$ cat src/verilog/amc_pkg.sv
package amc_pkg;

  // ----------------------------------------------------------------
  // Register bus geometry
  // ----------------------------------------------------------------
  localparam int AW = 8;
  localparam int DW = 8;

  // ----------------------------------------------------------------
  // Register offsets
  // ----------------------------------------------------------------
  localparam logic [AW-1:0] ANC_CFG_ADDR = 8'h14;
  localparam logic [AW-1:0] MON_CFG_ADDR = 8'h15;
  localparam logic [AW-1:0] GEN_CFG_ADDR = 8'h17;
  localparam logic [AW-1:0] STATUS_ADDR = 8'h18;

  // ----------------------------------------------------------------
  // Reset values and writable masks
  // ----------------------------------------------------------------
  localparam logic [DW-1:0] ANC_CFG_RST = 8'h00;
  localparam logic [DW-1:0] MON_CFG_RST = 8'h00;
  localparam logic [DW-1:0] GEN_CFG_RST = 8'h00;
  localparam logic [DW-1:0] ANC_CFG_MASK = 8'hFF;
  localparam logic [DW-1:0] MON_CFG_MASK = 8'hEF;
  localparam logic [DW-1:0] GEN_CFG_MASK = 8'h80;

  // ----------------------------------------------------------------
  // Field positions
  // ----------------------------------------------------------------
  localparam int SRC_SEL_HI = 7;
  localparam int SRC_SEL_LO = 6;
  localparam int ANC_SILENCE_BIT = 5;
  localparam int ANC_MIX_BIT = 4;
  localparam int ANC_OP2L_BIT = 3;
  localparam int ANC_OP2R_BIT = 2;
  localparam int ANC_OP1L_BIT = 1;
  localparam int ANC_OP1R_BIT = 0;
  localparam int MON_SILENCE_BIT = 6;
  localparam int MON_MIX_BIT = 5;
  localparam int MON_ATT_HI = 3;
  localparam int MON_ATT_LO = 2;
  localparam int MON_SLIDER_BIT = 1;
  localparam int MON_DISABLE_BIT = 0;
  localparam int GEN_SLIDE_PWR_BIT = 7;
  localparam int STAT_OVERLAP_BIT = 0;
  localparam int STAT_ROUTE_LO = 1;
  localparam int STAT_ROUTE_HI = 2;
  localparam int STAT_SLIDER_ERR_BIT = 3;

  // ----------------------------------------------------------------
  // Encodings
  // ----------------------------------------------------------------
  typedef enum logic [1:0] {
    AMC_SRC_MIC = 2'b00,
    AMC_SRC_FIRST = 2'b01,
    AMC_SRC_SECOND = 2'b10,
    AMC_SRC_NONE = 2'b11
  } amc_src_e;

  typedef enum logic [1:0] {
    AMC_ATT_0DB = 2'b00,
    AMC_ATT_M24DB = 2'b01,
    AMC_ATT_M30DB = 2'b10,
    AMC_ATT_M36DB = 2'b11
  } amc_att_e;

  typedef enum logic [1:0] {
    AMC_ROUTE_IDLE = 2'b00,
    AMC_ROUTE_ANC = 2'b01,
    AMC_ROUTE_MON = 2'b10,
    AMC_ROUTE_PBO = 2'b11
  } amc_route_e;

endpackage

$ cat src/verilog/amc_src_if.sv
// Source selector code out, one-hot routing switches back
interface amc_src_if;
  logic [1:0] sel;
  logic mic;
  logic first_amp;
  logic second_amp;

  modport ctrl (
    output sel,
    input mic,
    input first_amp,
    input second_amp
  );

  modport dec (
    input sel,
    output mic,
    output first_amp,
    output second_amp
  );
endinterface

$ cat src/verilog/amc_src_decode.sv
module amc_src_decode (
  amc_src_if.dec src
);
  import amc_pkg::*;

  // ----------------------------------------------------------------
  // Selector to one-hot switch decode
  // ----------------------------------------------------------------
  // Code 11 opens every switch so no source reaches the amplifier
  always_comb
  begin
    src.mic = 1'b0;
    src.first_amp = 1'b0;
    src.second_amp = 1'b0;
    unique case (amc_src_e'(src.sel))
      AMC_SRC_MIC: src.mic = 1'b1;
      AMC_SRC_FIRST: src.first_amp = 1'b1;
      AMC_SRC_SECOND: src.second_amp = 1'b1;
      AMC_SRC_NONE: ;
    endcase
  end
endmodule

$ cat src/verilog/amc_regs.sv
// How it works
// - ANC route: bit 5 set cuts line input from headphone amplifier.
// - ANC route: bit 4 set enables headphone mixer input pin.
// - ANC route: bit 3 switches second op-amp left channel.
// - ANC route: bit 2 switches second op-amp right channel.
// - ANC route: bit 1 switches first op-amp left channel.
// - ANC route: bit 0 switches first op-amp right channel.
// - Monitor route: bits 7:6 pick mic, op-amp one, op-amp two or nothing.
// - Monitor route: monitor bit 6 set cuts line input from amplifier.
// - Monitor bit 5 enables mixer input pin in playback route.
// - Monitor bits 3:2 set line gain 0, -24, -30 or -36 dB.
// - Monitor bit 1 picks ordinary or full slider configuration.
// - Push-button control: monitor bit 0 set suppresses monitor route.
// - General register bit 7 enables slide-switch power up and down.
// - ANC route: ANC bits 7:6 pick the amplifier source.
//
// Our own choice: the plain strobed port.
module amc_regs (
  input wire logic sys_clk,
  input wire logic rstn,
  input wire logic ce,
  input wire logic [amc_pkg::AW-1:0] addr,
  input wire logic [amc_pkg::DW-1:0] wr_data,
  input wire logic wr_en,
  input wire logic rd_en,
  output logic [amc_pkg::DW-1:0] rd_data,
  input wire logic anc_path_config_req,
  input wire logic monitor_mode_req,
  input wire logic playback_mode_req,
  input wire logic push_button_ctrl,
  output logic line_input_silence,
  output logic headphone_mixer_pin_on,
  output logic anc_second_opamp_left_on,
  output logic anc_second_opamp_right_on,
  output logic anc_first_opamp_left_on,
  output logic anc_first_opamp_right_on,
  output logic mic_preamp_out_to_hp,
  output logic first_opamp_to_hp,
  output logic second_opamp_to_hp,
  output logic [1:0] monitor_line_attenuation,
  output logic full_slider_select,
  output logic slide_switch_power_ctrl,
  output logic monitor_bit6_overlap,
  output logic [1:0] active_route
);
  import amc_pkg::*;

  // ----------------------------------------------------------------
  // Storage
  // ----------------------------------------------------------------
  logic [DW-1:0] anc_path_config;
  logic [DW-1:0] monitor_path_config;
  logic [DW-1:0] gen_config;
  logic slider_order_err;
  amc_route_e route;
  amc_route_e next_route;
  logic monitor_permitted;
  logic [DW-1:0] next_rd_data;
  logic [DW-1:0] status_word;

  amc_src_if anc_src ();
  amc_src_if mon_src ();

  // Byte write helper: only writable bits change, reserved bits stay zero
  function automatic logic [DW-1:0] masked_write(input logic [DW-1:0] old_val,
                                                  input logic [DW-1:0] new_val,
                                                  input logic [DW-1:0] mask);
    masked_write = (old_val & ~mask) | (new_val & mask);
  endfunction

  // Address hit helper, shared by write and read decode
  function automatic logic hit(input logic [AW-1:0] a, input logic [AW-1:0] target);
    hit = (a == target);
  endfunction

  // ----------------------------------------------------------------
  // Configuration registers
  // ----------------------------------------------------------------
  // ANC path register; selector, silence, mixer and op-amp fields
  always_ff @(posedge sys_clk or negedge rstn)
  begin
    if (!rstn)
      anc_path_config <= ANC_CFG_RST;
    else if (ce && wr_en && hit(addr, ANC_CFG_ADDR))
      anc_path_config <= masked_write(anc_path_config, wr_data, ANC_CFG_MASK);
  end

  // Monitor path register; bit 4 is reserved and reads zero
  always_ff @(posedge sys_clk or negedge rstn)
  begin
    if (!rstn)
      monitor_path_config <= MON_CFG_RST;
    else if (ce && wr_en && hit(addr, MON_CFG_ADDR))
      monitor_path_config <= masked_write(monitor_path_config, wr_data, MON_CFG_MASK);
  end

  // General settings; only the slide power enable lives in this block
  always_ff @(posedge sys_clk or negedge rstn)
  begin
    if (!rstn)
      gen_config <= GEN_CFG_RST;
    else if (ce && wr_en && hit(addr, GEN_CFG_ADDR))
      gen_config <= masked_write(gen_config, wr_data, GEN_CFG_MASK);
  end

  // ----------------------------------------------------------------
  // Slider ordering watch
  // ----------------------------------------------------------------
  // Sticky flag when full slider is on without slide power; the new
  // violation wins over the clear in the same cycle. Cleared by a
  // write of one to its status bit. Hardware does not block the
  // setting, since ordering is the driver's duty.
  always_ff @(posedge sys_clk or negedge rstn)
  begin
    if (!rstn)
      slider_order_err <= 1'b0;
    else if (ce)
    begin
      if (monitor_path_config[MON_SLIDER_BIT] && !gen_config[GEN_SLIDE_PWR_BIT])
        slider_order_err <= 1'b1;
      else if (wr_en && hit(addr, STATUS_ADDR) && wr_data[STAT_SLIDER_ERR_BIT])
        slider_order_err <= 1'b0;
    end
  end

  // ----------------------------------------------------------------
  // Route selection
  // ----------------------------------------------------------------
  // Push-button control may veto monitor mode
  assign monitor_permitted = !(push_button_ctrl && monitor_path_config[MON_DISABLE_BIT]);

  // ANC wins over monitor, monitor over playback
  always_comb
  begin
    if (anc_path_config_req)
      next_route = AMC_ROUTE_ANC;
    else if (monitor_mode_req && monitor_permitted)
      next_route = AMC_ROUTE_MON;
    else if (playback_mode_req)
      next_route = AMC_ROUTE_PBO;
    else
      next_route = AMC_ROUTE_IDLE;
  end

  always_ff @(posedge sys_clk or negedge rstn)
  begin
    if (!rstn)
      route <= AMC_ROUTE_IDLE;
    else if (ce)
      route <= next_route;
  end

  // ----------------------------------------------------------------
  // Source selector decode
  // ----------------------------------------------------------------
  // One decoder per register so both selectors are always live
  assign anc_src.sel = anc_path_config[SRC_SEL_HI:SRC_SEL_LO];
  assign mon_src.sel = monitor_path_config[SRC_SEL_HI:SRC_SEL_LO];

  amc_src_decode u_anc_dec (
    .src(anc_src.dec)
  );

  amc_src_decode u_mon_dec (
    .src(mon_src.dec)
  );

  // ----------------------------------------------------------------
  // Analog control outputs
  // ----------------------------------------------------------------
  // Registered so the analog switches see glitch-free levels; they
  // follow the route one cycle after it settles.
  always_ff @(posedge sys_clk or negedge rstn)
  begin
    if (!rstn)
    begin
      line_input_silence <= 1'b0;
      headphone_mixer_pin_on <= 1'b0;
      anc_second_opamp_left_on <= 1'b0;
      anc_second_opamp_right_on <= 1'b0;
      anc_first_opamp_left_on <= 1'b0;
      anc_first_opamp_right_on <= 1'b0;
      mic_preamp_out_to_hp <= 1'b0;
      first_opamp_to_hp <= 1'b0;
      second_opamp_to_hp <= 1'b0;
      monitor_line_attenuation <= AMC_ATT_0DB;
    end
    else if (ce)
    begin
      line_input_silence <= 1'b0;
      headphone_mixer_pin_on <= 1'b0;
      anc_second_opamp_left_on <= 1'b0;
      anc_second_opamp_right_on <= 1'b0;
      anc_first_opamp_left_on <= 1'b0;
      anc_first_opamp_right_on <= 1'b0;
      mic_preamp_out_to_hp <= 1'b0;
      first_opamp_to_hp <= 1'b0;
      second_opamp_to_hp <= 1'b0;
      monitor_line_attenuation <= AMC_ATT_0DB;
      unique case (route)
        AMC_ROUTE_ANC:
        begin
          line_input_silence <= anc_path_config[ANC_SILENCE_BIT];
          headphone_mixer_pin_on <= anc_path_config[ANC_MIX_BIT];
          anc_second_opamp_left_on <= anc_path_config[ANC_OP2L_BIT];
          anc_second_opamp_right_on <= anc_path_config[ANC_OP2R_BIT];
          anc_first_opamp_left_on <= anc_path_config[ANC_OP1L_BIT];
          anc_first_opamp_right_on <= anc_path_config[ANC_OP1R_BIT];
          mic_preamp_out_to_hp <= anc_src.mic;
          first_opamp_to_hp <= anc_src.first_amp;
          second_opamp_to_hp <= anc_src.second_amp;
        end
        AMC_ROUTE_MON:
        begin
          // Bit 6 drives both the mute and the selector's low bit
          line_input_silence <= monitor_path_config[MON_SILENCE_BIT];
          headphone_mixer_pin_on <= monitor_path_config[MON_MIX_BIT];
          mic_preamp_out_to_hp <= mon_src.mic;
          first_opamp_to_hp <= mon_src.first_amp;
          second_opamp_to_hp <= mon_src.second_amp;
          monitor_line_attenuation <= monitor_path_config[MON_ATT_HI:MON_ATT_LO];
        end
        AMC_ROUTE_PBO:
          headphone_mixer_pin_on <= monitor_path_config[MON_MIX_BIT];
        AMC_ROUTE_IDLE: ;
      endcase
    end
  end

  // Mode-independent controls straight from the registers
  always_ff @(posedge sys_clk or negedge rstn)
  begin
    if (!rstn)
    begin
      full_slider_select <= 1'b0;
      slide_switch_power_ctrl <= 1'b0;
      monitor_bit6_overlap <= 1'b0;
      active_route <= AMC_ROUTE_IDLE;
    end
    else if (ce)
    begin
      full_slider_select <= monitor_path_config[MON_SLIDER_BIT];
      slide_switch_power_ctrl <= gen_config[GEN_SLIDE_PWR_BIT];
      // Raised whenever bit 6 means two things at once
      monitor_bit6_overlap <= monitor_path_config[MON_SILENCE_BIT];
      active_route <= route;
    end
  end

  // ----------------------------------------------------------------
  // Read path
  // ----------------------------------------------------------------
  always_comb
  begin
    status_word = '0;
    status_word[STAT_OVERLAP_BIT] = monitor_path_config[MON_SILENCE_BIT];
    status_word[STAT_ROUTE_HI:STAT_ROUTE_LO] = route;
    status_word[STAT_SLIDER_ERR_BIT] = slider_order_err;
  end

  // Unmapped addresses read as zero
  always_comb
  begin
    next_rd_data = '0;
    if (hit(addr, ANC_CFG_ADDR))
      next_rd_data = anc_path_config;
    else if (hit(addr, MON_CFG_ADDR))
      next_rd_data = monitor_path_config;
    else if (hit(addr, GEN_CFG_ADDR))
      next_rd_data = gen_config;
    else if (hit(addr, STATUS_ADDR))
      next_rd_data = status_word;
  end

  // Data stands only in the cycle after the strobe, zero otherwise
  always_ff @(posedge sys_clk or negedge rstn)
  begin
    if (!rstn)
      rd_data <= '0;
    else if (ce)
      rd_data <= rd_en ? next_rd_data : '0;
  end
endmodule

$ cat config.mk
export PLATFORM = sky130hd
export DESIGN_NAME = amc_regs
export DESIGN_NICKNAME = d
export VERILOG_FILES = /design/src/verilog/amc_pkg.sv /design/src/verilog/amc_src_if.sv /design/src/verilog/amc_src_decode.sv /design/src/verilog/amc_regs.sv
export SDC_FILE = /design/constraint.sdc
export NUM_CORES = 1
export LEC_CHECK = 0
export ABC_AREA = 1
export ABC_CLOCK_PERIOD_IN_PS = 1500
export BUFFER_PORTS_ARGS = -buffer_cell sky130_fd_sc_hd__buf_4
export CAP_MARGIN = 5
export CORE_MARGIN = 2
export CORE_UTILIZATION = 50
export DETAILED_ROUTE_END_ITERATION = 10
export GPL_TIMING_DRIVEN = 1
export PLACE_DENSITY = 0.73
export SYNTH_ARGS = -nofsm -noshare
export SYNTH_HDL_FRONTEND = slang
export SYNTH_HIERARCHICAL = 1
export SYNTH_SLANG_ARGS = --single-unit
$ cat constraint.sdc
create_clock -name sys_clk -period 1.5 [get_ports sys_clk]
set_input_delay 0.225 -clock sys_clk [delete_from_list [all_inputs] [get_ports sys_clk]]
set_output_delay 0.225 -clock sys_clk [all_outputs]
set_load 0.02 [all_outputs]
# Yosys cells after proc, flatten, opt, wreduce, memory -nomap -nowiden

Index checks and enable logic that the tools add are counted.

Output and inout port bits: 24
Logic and storage cells: 75
Bits of input ports: 25
Flip-flop bits (word level): 51

Multiplexer cells: 26
Equal/unequal tests: 11
Reduce and logical (&&, ||, !) cells: 16
Bitwise operators: 2

Operators by type and width:

| kind                 | count |
|---|---|
| $eq A8 B5 Y1 const B | 4 |
| $mux W8              | 4 |
| $mux W1              | 12 |
| $pmux W1 S2          | 5 |
| $logic_and A1 B1 Y1  | 9 |
| $eq A2 B2 Y1 const B | 4 |
| $mux W2              | 4 |
| $or A5 B8 Y8         | 1 |
| $or A7 B8 Y8         | 1 |
| $eq A2 B1 Y1 const B | 3 |
| $logic_not A2 Y1     | 2 |
| $mux W4              | 1 |
| $logic_not A1 Y1     | 2 |
| $reduce_and A2 Y1    | 1 |
| $reduce_bool A2 Y1   | 1 |
| $reduce_or A2 Y1     | 1 |

# Depth between registers and ports, before layout

Gate-level depths: netlist (run 1).

Depth in word-level cells: 6
Depth in mapped cells: 9
Depth with buffers taken out: 8

# Cells and area by module

The synthesis (run 1) kept the hierarchy.

By module, submodules not included:

| module         | seq. area each (µm²) | area an instance (µm²) | times used | cells an instance |
|---|---|---|---|---|
| amc_regs       | 1076.0               | 2109.5                 | 1          | 251 |
| amc_src_decode | 0.0                  | 18.8                   | 2          | 5 |

# Worst setup path before layout (run 1)

Ideal clock, no wire load.

Kind: reg2reg
Start: register route[0]
End: register headphone_mixer_pin_on
Period minus slack after synthesis: 1.194 ns
Data arrival time: 1.073 ns
Library setup time: 0.121 ns
Path slack: 0.306 ns
Path buffers: 0
Cell stages (with the launch flop): 6
Required time: 1.379 ns
Cell sequence: dfrtp_1 inv_1 ha_1 o21ai_0 o21ai_0 a22o_1

Cells in the longest elaborated chain, start to end: 3
Elaborated cells on any way between the ends: 5
Those cells by class: eq/ne: 3; mux: 1; reduce/logical: 1

Ends and longest elaborated chain:

| element                    | RTL line        | text |
|---|---|---|
| start: declaration         | amc_regs.sv:55  | `amc_route_e route;` |
| start signal: assignment   | amc_regs.sv:150 | `route <= next_route;` |
| $eq A2 B2 Y1               | amc_regs.sv:200 | `unique case (route)` |
| $reduce_or A2 Y1 (no line) | -               |  |
| $pmux W1 S2 (*)            | amc_regs.sv:200 |  |
| end signal: assignment     | amc_regs.sv:204 | `headphone_mixer_pin_on <= anc_path_config[ANC_MIX_BIT];` |
| end signal: assignment     | amc_regs.sv:217 | `headphone_mixer_pin_on <= monitor_path_config[MON_MIX_BIT];` |
| end signal: assignment     | amc_regs.sv:224 | `headphone_mixer_pin_on <= monitor_path_config[MON_MIX_BIT];` |
| end: declaration           | amc_regs.sv:32  | `output logic headphone_mixer_pin_on,` |

Every way passes the cells marked *; elsewhere a longest branch is shown, timed or not.
A chain may end at the register's enable or synchronous reset.

# Worst setup path after layout (run 1)

Same ends and word-level chain as after synthesis.

==> key figures, run 1 <==
Run status
  • Status: finished, final reports clean

Pwr
  • P_sw: 0.000665 W
  • Final Power: 0.00259 W
  • Sw frac: 0.257
  • Combinational share of power: 0.153
  • Clk pwr share: 0.359
  • Int Power: 0.00193 W
  • PD cells: 961 nW/um^2
  • Seq pwr share: 0.488
  • Static leakage: 1.53 nW
  • Peak supply drop: 0.000488 V

Min path
  • Worst Hold Class: in -> reg
  • Hold_sp: wr_data[4]

Timing
  • Final Cycle Share: 0.919
  • Worst setup margin: 122 ps
  • Final setup viols: 0
  • Max_slew headroom: 0.650
  • TNS Setup: 0 ps
  • Hold Fails Final Rpt: 0
  • Worst-Margin Slew: 524 ps
  • Fmax: 726 MHz
  • Final slew viol count: 0
  • Minimum clock period: 1380 ps
  • Unrepaired setup endpoints after global routing: no
  • Setup Skew: 5.30 ps

Yosys
  • Leading area contributor after synthesis: dfrtp_1
  • Mapped Cells: 261
  • Largest cells by area after synthesis: dfrtp_1, nand2_1, inv_1
  • Synth top area share: 0.501
  • Synthesized flop and latch total: 43
  • Synth Net Count: 290
  • Cell area after synthesis: 2150 um^2
  • Post-synthesis sequential area ratio: 0.501
  • Yosys warns: 6
  • Syn Area/Cell: 8.23 um^2
  • Number of distinct library cells after synthesis: 24

Global routing
  • Number of global-route vias before repair: 1,747
  • Global-route wire length before repair: 8.19 mm
  • Initial antenna violation count: 0
  • GRT Residual Overflow: 0
  • Tot GR Track Use: 0.214
  • Largest net degree at the start of global routing: 44

Finish
  • # nets final: 344
  • Non-Filler Instances: 366
  • Commonest cells after routing, fill and taps aside: nand2_1, buf_4, dfrtp_1
  • Ant. Diodes: 0
  • Share of layout cells above drive strength 1: 0.241
  • Area Growth Syn to Fin: 25.6%
  • Commonest non-fill, non-tap cell in the layout: nand2_1

Setup path
  • RR Startpoint: route[0]
  • Startpoint Class: flop
  • CP required: 1680 ps
  • Slowest-stage cell, CP: dfrtp_1
  • Max incr delay on CP: 420 ps
  • Critical path class: reg -> reg
  • CP max FO: 6
  • Crit-path cells: inv_1, ha_1, o21ai_0, o21ai_0, a22o_1
  • Worst setup EP type: flop
  • Critical Path AT: 1560 ps
  • Most used cell, CP: o21ai_0
  • Critical Path Start: route[0]

Clock network
  • Clk buf depth: 2
  • CTS buffer count: 5
  • Cell chosen for the clock root: clkbuf_8
  • Clock sinks: 43
  • H-tree levels: 2
  • Register clock-pin slew on the reported worst setup and hold paths: 80 ps
  • Clock Latency Late Sink: 290 ps
  • CTS tree: yes

Detailed routing
  • Drt first pass iters: 4
  • Final ANT Viol Nets: 0
  • Via Count: 1,851
  • DR WL/cell: 12.9 um
  • Total wire length: 4.73 mm
  • Vias per cell: 5.06
  • Met2 WL: 2.20 mm
  • Wl on met1: 2.15 mm
  • # DRC: 0
  • WL met3: 284 um
  • Iteration-0 DRC Markers: 111
  • Max Used Layer: met4

Die
  • Core Rows: 23
  • Core area: 4060 um^2
  • Total die area: 4830 um^2
  • # IOs: 49
  • Die H: 69.5 um
  • Initial Utilization: 0.529
  • Die width: 69.5 um

Place
  • Gpl congestion: 0.836
  • Placed Cells: 357
  • Quantity of I/O buffers inserted on ports: 48
  • HPWL after detailed placement: 3.63 mm
  • Worst slack, placed: 44.0 ps

Flow run
  • Total of max-cap violations: 0
## repair_timing
action,in CTS,in global routing
hold buffers,1,0
buffers inserted,0,0
gates resized for setup,0,0
setup endpoints to repair,0,0
endpoints found under the hold margin,43,0
## layer usage
metal / up-vias / GRT usage
met5: - / 0
met3: 11 / 0.0523
met1: 847 / 0.285
li1: 930 / -
met2: 63 / 0.343
met4: 0 / 0.0741
## sequential cells by signal, indices dropped and copies added, names as in the netlist, 2 cells and up
name	flops
route	2
monitor_path_config	7
monitor_line_attenuation	2
rd_data	8
anc_path_config	8
active_route	2
## final timing paths
kind                       cells after the start                endpoint  slack (ps)
max reg2reg                                    5  headphone_mixer_pin_on         120
max                                            5  headphone_mixer_pin_on         120
max in group asynchronous                      2      line_input_silence         680
min in group asynchronous                      2              rd_data[1]         450
min reg2reg                                    2       first_opamp_to_hp         480
min                                            3      anc_path_config[4]         140
## per-stage QoR
stage,hold WS [ps],util,instance area (um^2)
finish,144,0.665,2700
global route,138,0.665,2700
CTS,140,0.665,2700
detailed placement,243,0.633,2570
global placement,245,0.633,2570
floorplan,-70.6,-,2150
## synth_stat cells
cell type  instances
nand2_1           78
dfrtp_1           43
inv_1             36
nand3_1           27
o21ai_0           21
nor2_1            11
o21ai_1            8
a21oi_1            4
a22o_1             4
ha_1               4
nand2_2            4
buf_6              3
buf_2              2
clkbuf_1           2
nand2_4            2
nor2_4             2
nor2_8             2
o21ai_2            2
buf_4              1
inv_2              1
nand4_1            1
nor2_2             1
o22ai_1            1
o31ai_1            1
## kinds of logic (layout without fill, tap and decap cells)
family	after synthesis	count (layout)	share of synthesized area
compound gates	41	41	0.108
fa+ha+maj	4	4	0.0233
buf+inv	45	100	0.0921
flops	43	43	0.501
simple gates	128	128	0.276
## power by group through the flow
stage	Clock, W	Sequential (W)	Combinational (W)
after floorplan	0	0.00134	0.000153
after global placement	0	0.00129	0.000392
after detailed placement	0	0.00129	0.000399
after CTS	0.000942	0.00127	0.000402
after global routing	0.00101	0.00128	0.000440
final	0.000930	0.00127	0.000397
## worst max-delay path: cells and delay by family, from the launching register on
| family | cells | cell delay, ps |
|---|---|---|
| AOI/OAI and AO/OA | 3 | 450 |
| adders and majority gates | 1 | 280 |
| buffers and inverters | 1 | 120 |
| DFF | 1 | 420 |
## area by class of cell
cell class / instances / area [um^2]
repair buffers: 55 / 428
fillers: 370 / 1360
well taps: 50 / 62.6
multi-input cells: 173 / 873
inverters: 37 / 139
flip-flops and latches: 43 / 1080
clock buffers: 6 / 82.6
clock inverters: 2 / 35.0
Power figures use the tool's default switching activity.
==> inputs of run 2 (changes only) <==
--- a/config.mk
+++ b/config.mk
@@ -14,6 +14,7 @@
 export DETAILED_ROUTE_END_ITERATION = 10
 export GPL_TIMING_DRIVEN = 1
 export PLACE_DENSITY = 0.73
+export REMOVE_ABC_BUFFERS = 1
 export SYNTH_ARGS = -nofsm -noshare
 export SYNTH_HDL_FRONTEND = slang
 export SYNTH_HIERARCHICAL = 1
==> key figures, run 2 (synthesized netlist as in run 1, its figures left out) <==
Timing
  • Final Cycle Share: 0.926
  • WHS: 146 ps
  • Fmax: 720 MHz
  • Worst setup margin: 111 ps
  • Worst-Margin Slew: 539 ps
  • Final slew viol count: 0
  • Hold Fails Final Rpt: 0
  • Final setup viols: 0
  • Unrepaired setup endpoints after global routing: no
  • Setup Skew: 3.07 ps
  • TNS Setup: 0 ps
  • Minimum clock period: 1390 ps
  • Max_slew headroom: 0.641

Clock network
  • Clk buf depth: 2
  • H-tree levels: 2
  • CTS tree: yes
  • CTS buffer count: 5
  • Clock Latency Late Sink: 290 ps
  • Cell chosen for the clock root: clkbuf_8
  • Register clock-pin slew on the reported worst setup and hold paths: 80 ps
  • Clock sinks: 43

Global routing
  • Tot GR Track Use: 0.214
  • Global-route wire length before repair: 8.36 mm
  • Largest net degree at the start of global routing: 44
  • Number of global-route vias before repair: 1,819
  • GRT Residual Overflow: 0
  • Initial antenna violation count: 0

Pwr
  • Final Power: 0.00245 W
  • Static leakage: 1.51 nW
  • PD cells: 923 nW/um^2
  • Peak supply drop: 0.000892 V

Finish
  • Share of layout cells above drive strength 1: 0.238
  • Filler cells: 352
  • Area Growth Syn to Fin: 23.9%
  • # nets final: 343
  • Commonest non-fill, non-tap cell in the layout: nand2_1
  • Commonest cells after routing, fill and taps aside: nand2_1, buf_4, dfrtp_1
  • Final Cell Area: 2660 um^2
  • Ant. Diodes: 0
  • Biggest regs: anc_path_config x8, rd_data x8, monitor_path_config x7

Min path
  • Worst Hold Depth: 3
  • Worst Hold Class: in -> reg
  • Hold_sp: wr_data[6]
  • Hold worst-path end: anc_path_config[6]

Place
  • Quantity of I/O buffers inserted on ports: 48
  • HPWL after detailed placement: 3.57 mm
  • Worst slack, placed: 112 ps
  • Gpl congestion: 0.814
  • Placed instance area: 2550 um^2

Detailed routing
  • Iteration-0 DRC Markers: 96
  • DR WL/cell: 13.2 um
  • Total wire length: 4.82 mm
  • Via Count: 1,839
  • # DRC: 0
  • Final ANT Viol Nets: 0
  • Vias per cell: 5.04
  • Drt first pass iters: 4

Die
  • Die H: 69.5 um
  • Die width: 69.5 um
  • Core Rows: 23
  • # IOs: 49
  • Initial Utilization: 0.529
  • Total die area: 4830 um^2
  • Core area: 4060 um^2

Setup path
  • Critical path class: reg -> reg
  • CP required: 1680 ps
  • CP max FO: 6
  • Startpoint Class: flop
  • RR Startpoint: route[0]
  • FF-to-FF End: headphone_mixer_pin_on
  • Reg2Reg Depth: 5
  • Reg2reg setup slack: 110 ps
  • Critical Path AT: 1570 ps
  • Worst setup EP type: flop

Flow run
  • Total of max-cap violations: 0

Run status
  • Status: finished, final reports clean
run 2: changes by cell type in the layout (fill, tap and decap cells not counted), sizes merged:
cell and change:
buf -1, clkinv -1, clkbuf +2, bufinv -1
run 2: what timing repair did:
item                                    4_1_cts  5_1_grt
endpoints found under the setup margin        0        1
gates resized for setup                       0        1
endpoints found under the hold margin        43        0
hold buffers                                  1        0
buffers inserted                              0        0
run 2: worst max path at each step:
stage,startpoint,to,slack (ps),cells after the start
2_1_floorplan,addr[5],monitor_path_config[2],210,6
3_3_place_gp,route[0],headphone_mixer_pin_on,130,5
3_5_place_dp,route[0],headphone_mixer_pin_on,110,5
4_1_cts,route[0],headphone_mixer_pin_on,70,5
5_1_grt,route[1],headphone_mixer_pin_on,30,5
6_report,route[0],headphone_mixer_pin_on,110,5
run 2: per-layer routing:
| layer | GRT usage | vias to the layer above | part of all wire |
|---|---|---|---|
| met1 | 0.289 | 863 | 0.45 |
| met2 | 0.358 | 45 | 0.49 |
| met4 | 0.0458 | 0 | 0.0081 |
| li1 | - | 926 | - |
| met5 | 0 | - | 0 |
| met3 | 0.0436 | 5 | 0.050 |
run 2: cell type report:
type,instances,area [um^2],share of cell area
flip-flops and latches,43,1080,0.405
multi-input cells,173,873,0.328
repair buffers,54,408,0.153
inverters,37,139,0.0522
clock buffers,8,100,0.0376
well taps,50,62.6,0.0235
run 2: worst max-delay path, stage by stage (launching register included):
cell	delay [ps]
dfrtp_2	420
inv_1	100
ha_1	280
o21ai_0	160
o21ai_0	130
a22o_1	200
run 2: power breakdown:
group | switching [W] | leakage [nW] | internal [W]
Sequential | 0.0000430 | 0.510 | 0.00122
Combinational | 0.000232 | 0.953 | 0.000161
Clock | 0.000373 | 0.0515 | 0.000420
Total | 0.000649 | 1.51 | 0.00181
run 2: per-stage QoR:
step	std cells	utilization
after floorplan	253	-
after global placement	356	0.628
after detailed placement	356	0.628
after CTS	365	0.655
after global routing	365	0.656
final	365	0.656
==> inputs of run 3 (changes only) <==
--- a/config.mk
+++ b/config.mk
@@ -9,11 +9,10 @@
 export ABC_CLOCK_PERIOD_IN_PS = 1500
 export BUFFER_PORTS_ARGS = -buffer_cell sky130_fd_sc_hd__buf_4
 export CAP_MARGIN = 5
-export CORE_MARGIN = 2
 export CORE_UTILIZATION = 50
 export DETAILED_ROUTE_END_ITERATION = 10
 export GPL_TIMING_DRIVEN = 1
-export PLACE_DENSITY = 0.73
+export PLACE_DENSITY = 0.75
 export REMOVE_ABC_BUFFERS = 1
 export SYNTH_ARGS = -nofsm -noshare
 export SYNTH_HDL_FRONTEND = slang
==> key figures, run 3 (synthesized netlist as in run 1, its figures left out) <==
Run status
  • Status: finished, final reports clean

Setup path
  • Critical path class: reg -> reg
  • Reg2Reg Depth: 5
  • Worst setup EP type: flop
  • Startpoint Class: flop
  • Critical Path AT: 1590 ps
  • CP max FO: 6
  • RR Startpoint: route[0]
  • CP required: 1700 ps
  • Critical Path Start: route[0]

Detailed routing
  • Total wire length: 4.92 mm
  • WL met3: 185 um
  • Via Count: 1,866
  • DR WL/cell: 13.5 um
  • Drt first pass iters: 4
  • Max Used Layer: met4
  • Final ANT Viol Nets: 0
  • Wl on met1: 2.24 mm
  • Met2 WL: 2.38 mm
  • Iteration-0 DRC Markers: 131
  • # DRC: 0
  • Vias per cell: 5.13

Global routing
  • Largest net degree at the start of global routing: 44
  • Tot GR Track Use: 0.250
  • Number of global-route vias before repair: 1,799
  • Global-route wire length before repair: 8.27 mm
  • GRT Residual Overflow: 0
  • Initial antenna violation count: 0

Pwr
  • Final Power: 0.00240 W
  • PD cells: 911 nW/um^2
  • Peak supply drop: 0.000541 V
  • Static leakage: 1.50 nW

Place
  • Quantity of I/O buffers inserted on ports: 48
  • HPWL after detailed placement: 3.49 mm
  • Gpl congestion: 0.830

Die
  • Total die area: 4560 um^2
  • Initial Utilization: 0.529
  • Core area: 4060 um^2
  • Core Rows: 23
  • Die width: 67.5 um
  • Die H: 67.5 um
  • # IOs: 49

Finish
  • Share of layout cells above drive strength 1: 0.232
  • Ant. Diodes: 0
  • Biggest regs: anc_path_config x8, rd_data x8, monitor_path_config x7
  • Commonest cells after routing, fill and taps aside: nand2_1, buf_4, dfrtp_1
  • Commonest non-fill, non-tap cell in the layout: nand2_1
  • # nets final: 342
  • Final core utilization: 0.650
  • Filler cells: 339
  • Area Growth Syn to Fin: 22.8%

Timing
  • TNS Setup: 0 ps
  • Max_slew headroom: 0.639
  • Setup Skew: 7.99 ps
  • Final setup viols: 0
  • Hold Fails Final Rpt: 0
  • WHS: 132 ps
  • Minimum clock period: 1390 ps
  • Final Cycle Share: 0.929
  • Fmax: 718 MHz
  • Worst-Margin Slew: 542 ps
  • Unrepaired setup endpoints after global routing: no
  • Final slew viol count: 0

Clock network
  • Clock Latency Late Sink: 310 ps
  • CTS buffer count: 5
  • Cell chosen for the clock root: clkbuf_8
  • Clock sinks: 43
  • CTS tree: yes
  • Post_cts resized: 0
  • Clk buf depth: 2
  • H-tree levels: 2
  • Register clock-pin slew on the reported worst setup and hold paths: 80 ps

Min path
  • Worst Hold Depth: 3
  • Worst Hold Class: in -> reg
  • Hold_sp: wr_data[6]

Flow run
  • Total of max-cap violations: 0
==> run 3: cell types whose count changed in the layout (fill, tap and decap cells not counted) <==
cell        change
buf_4           -1
clkbuf_8        -2
clkinv_2        +1
clkinvlp_4      +1
dfrtp_1         +1
dfrtp_2         -1
==> run 3: power by group <==
group	switching, W	internal [W]	total, W
Combinational	0.000235	0.000160	0.000395
Clock	0.000416	0.000326	0.000742
Sequential	0.0000415	0.00122	0.00127
==> run 3: per-stage QoR <==
stage                     cell area [um^2]  cells  setup WS, ps
final                                 2640    364           107
after detailed placement              2540    355           148
after global placement                2540    355           152
after floorplan                       2090    253           213
after CTS                             2640    364           127
after global routing                  2640    364          9.20
==> run 3: worst paths after layout <==
check / endpoint / slack, ps
max: headphone_mixer_pin_on / 110
min: anc_path_config[6] / 130
max reg2reg: headphone_mixer_pin_on / 110
min reg2reg: full_slider_select / 490
max in group asynchronous: anc_path_config[7] / 680
min in group asynchronous: anc_path_config[3] / 450
==> run 3: repair_timing <==
item	CTS	global route
buffers inserted	0	0
hold buffers	1	0
hold endpoints to repair	43	0
==> run 3: worst max-delay path: stages (launching register included) <==
cell and delay [ps]:
dfrtp_1 410, inv_1 110, ha_1 290, o21ai_0 190
o21ai_0 110, a22o_1 180
==> run 3: cell type report <==
type,instances,area [um^2],area share
Sequential cell,43,1080,0.408
Multi-Input combinational cell,173,873,0.331
Timing Repair Buffer,53,400,0.152
Inverter,37,139,0.0527
Clock buffer,6,72.6,0.0275
Tap cell,50,62.6,0.0237
Clock inverter,2,12.5,0.00475
==> run 3: layer usage <==
| layer | up-vias | global-route usage |
|---|---|---|
| met5 | - | 0 |
| met4 | 0 | 0.128 |
| met3 | 11 | 0.0422 |
| met2 | 41 | 0.397 |
| met1 | 886 | 0.326 |
| li1 | 928 | - |
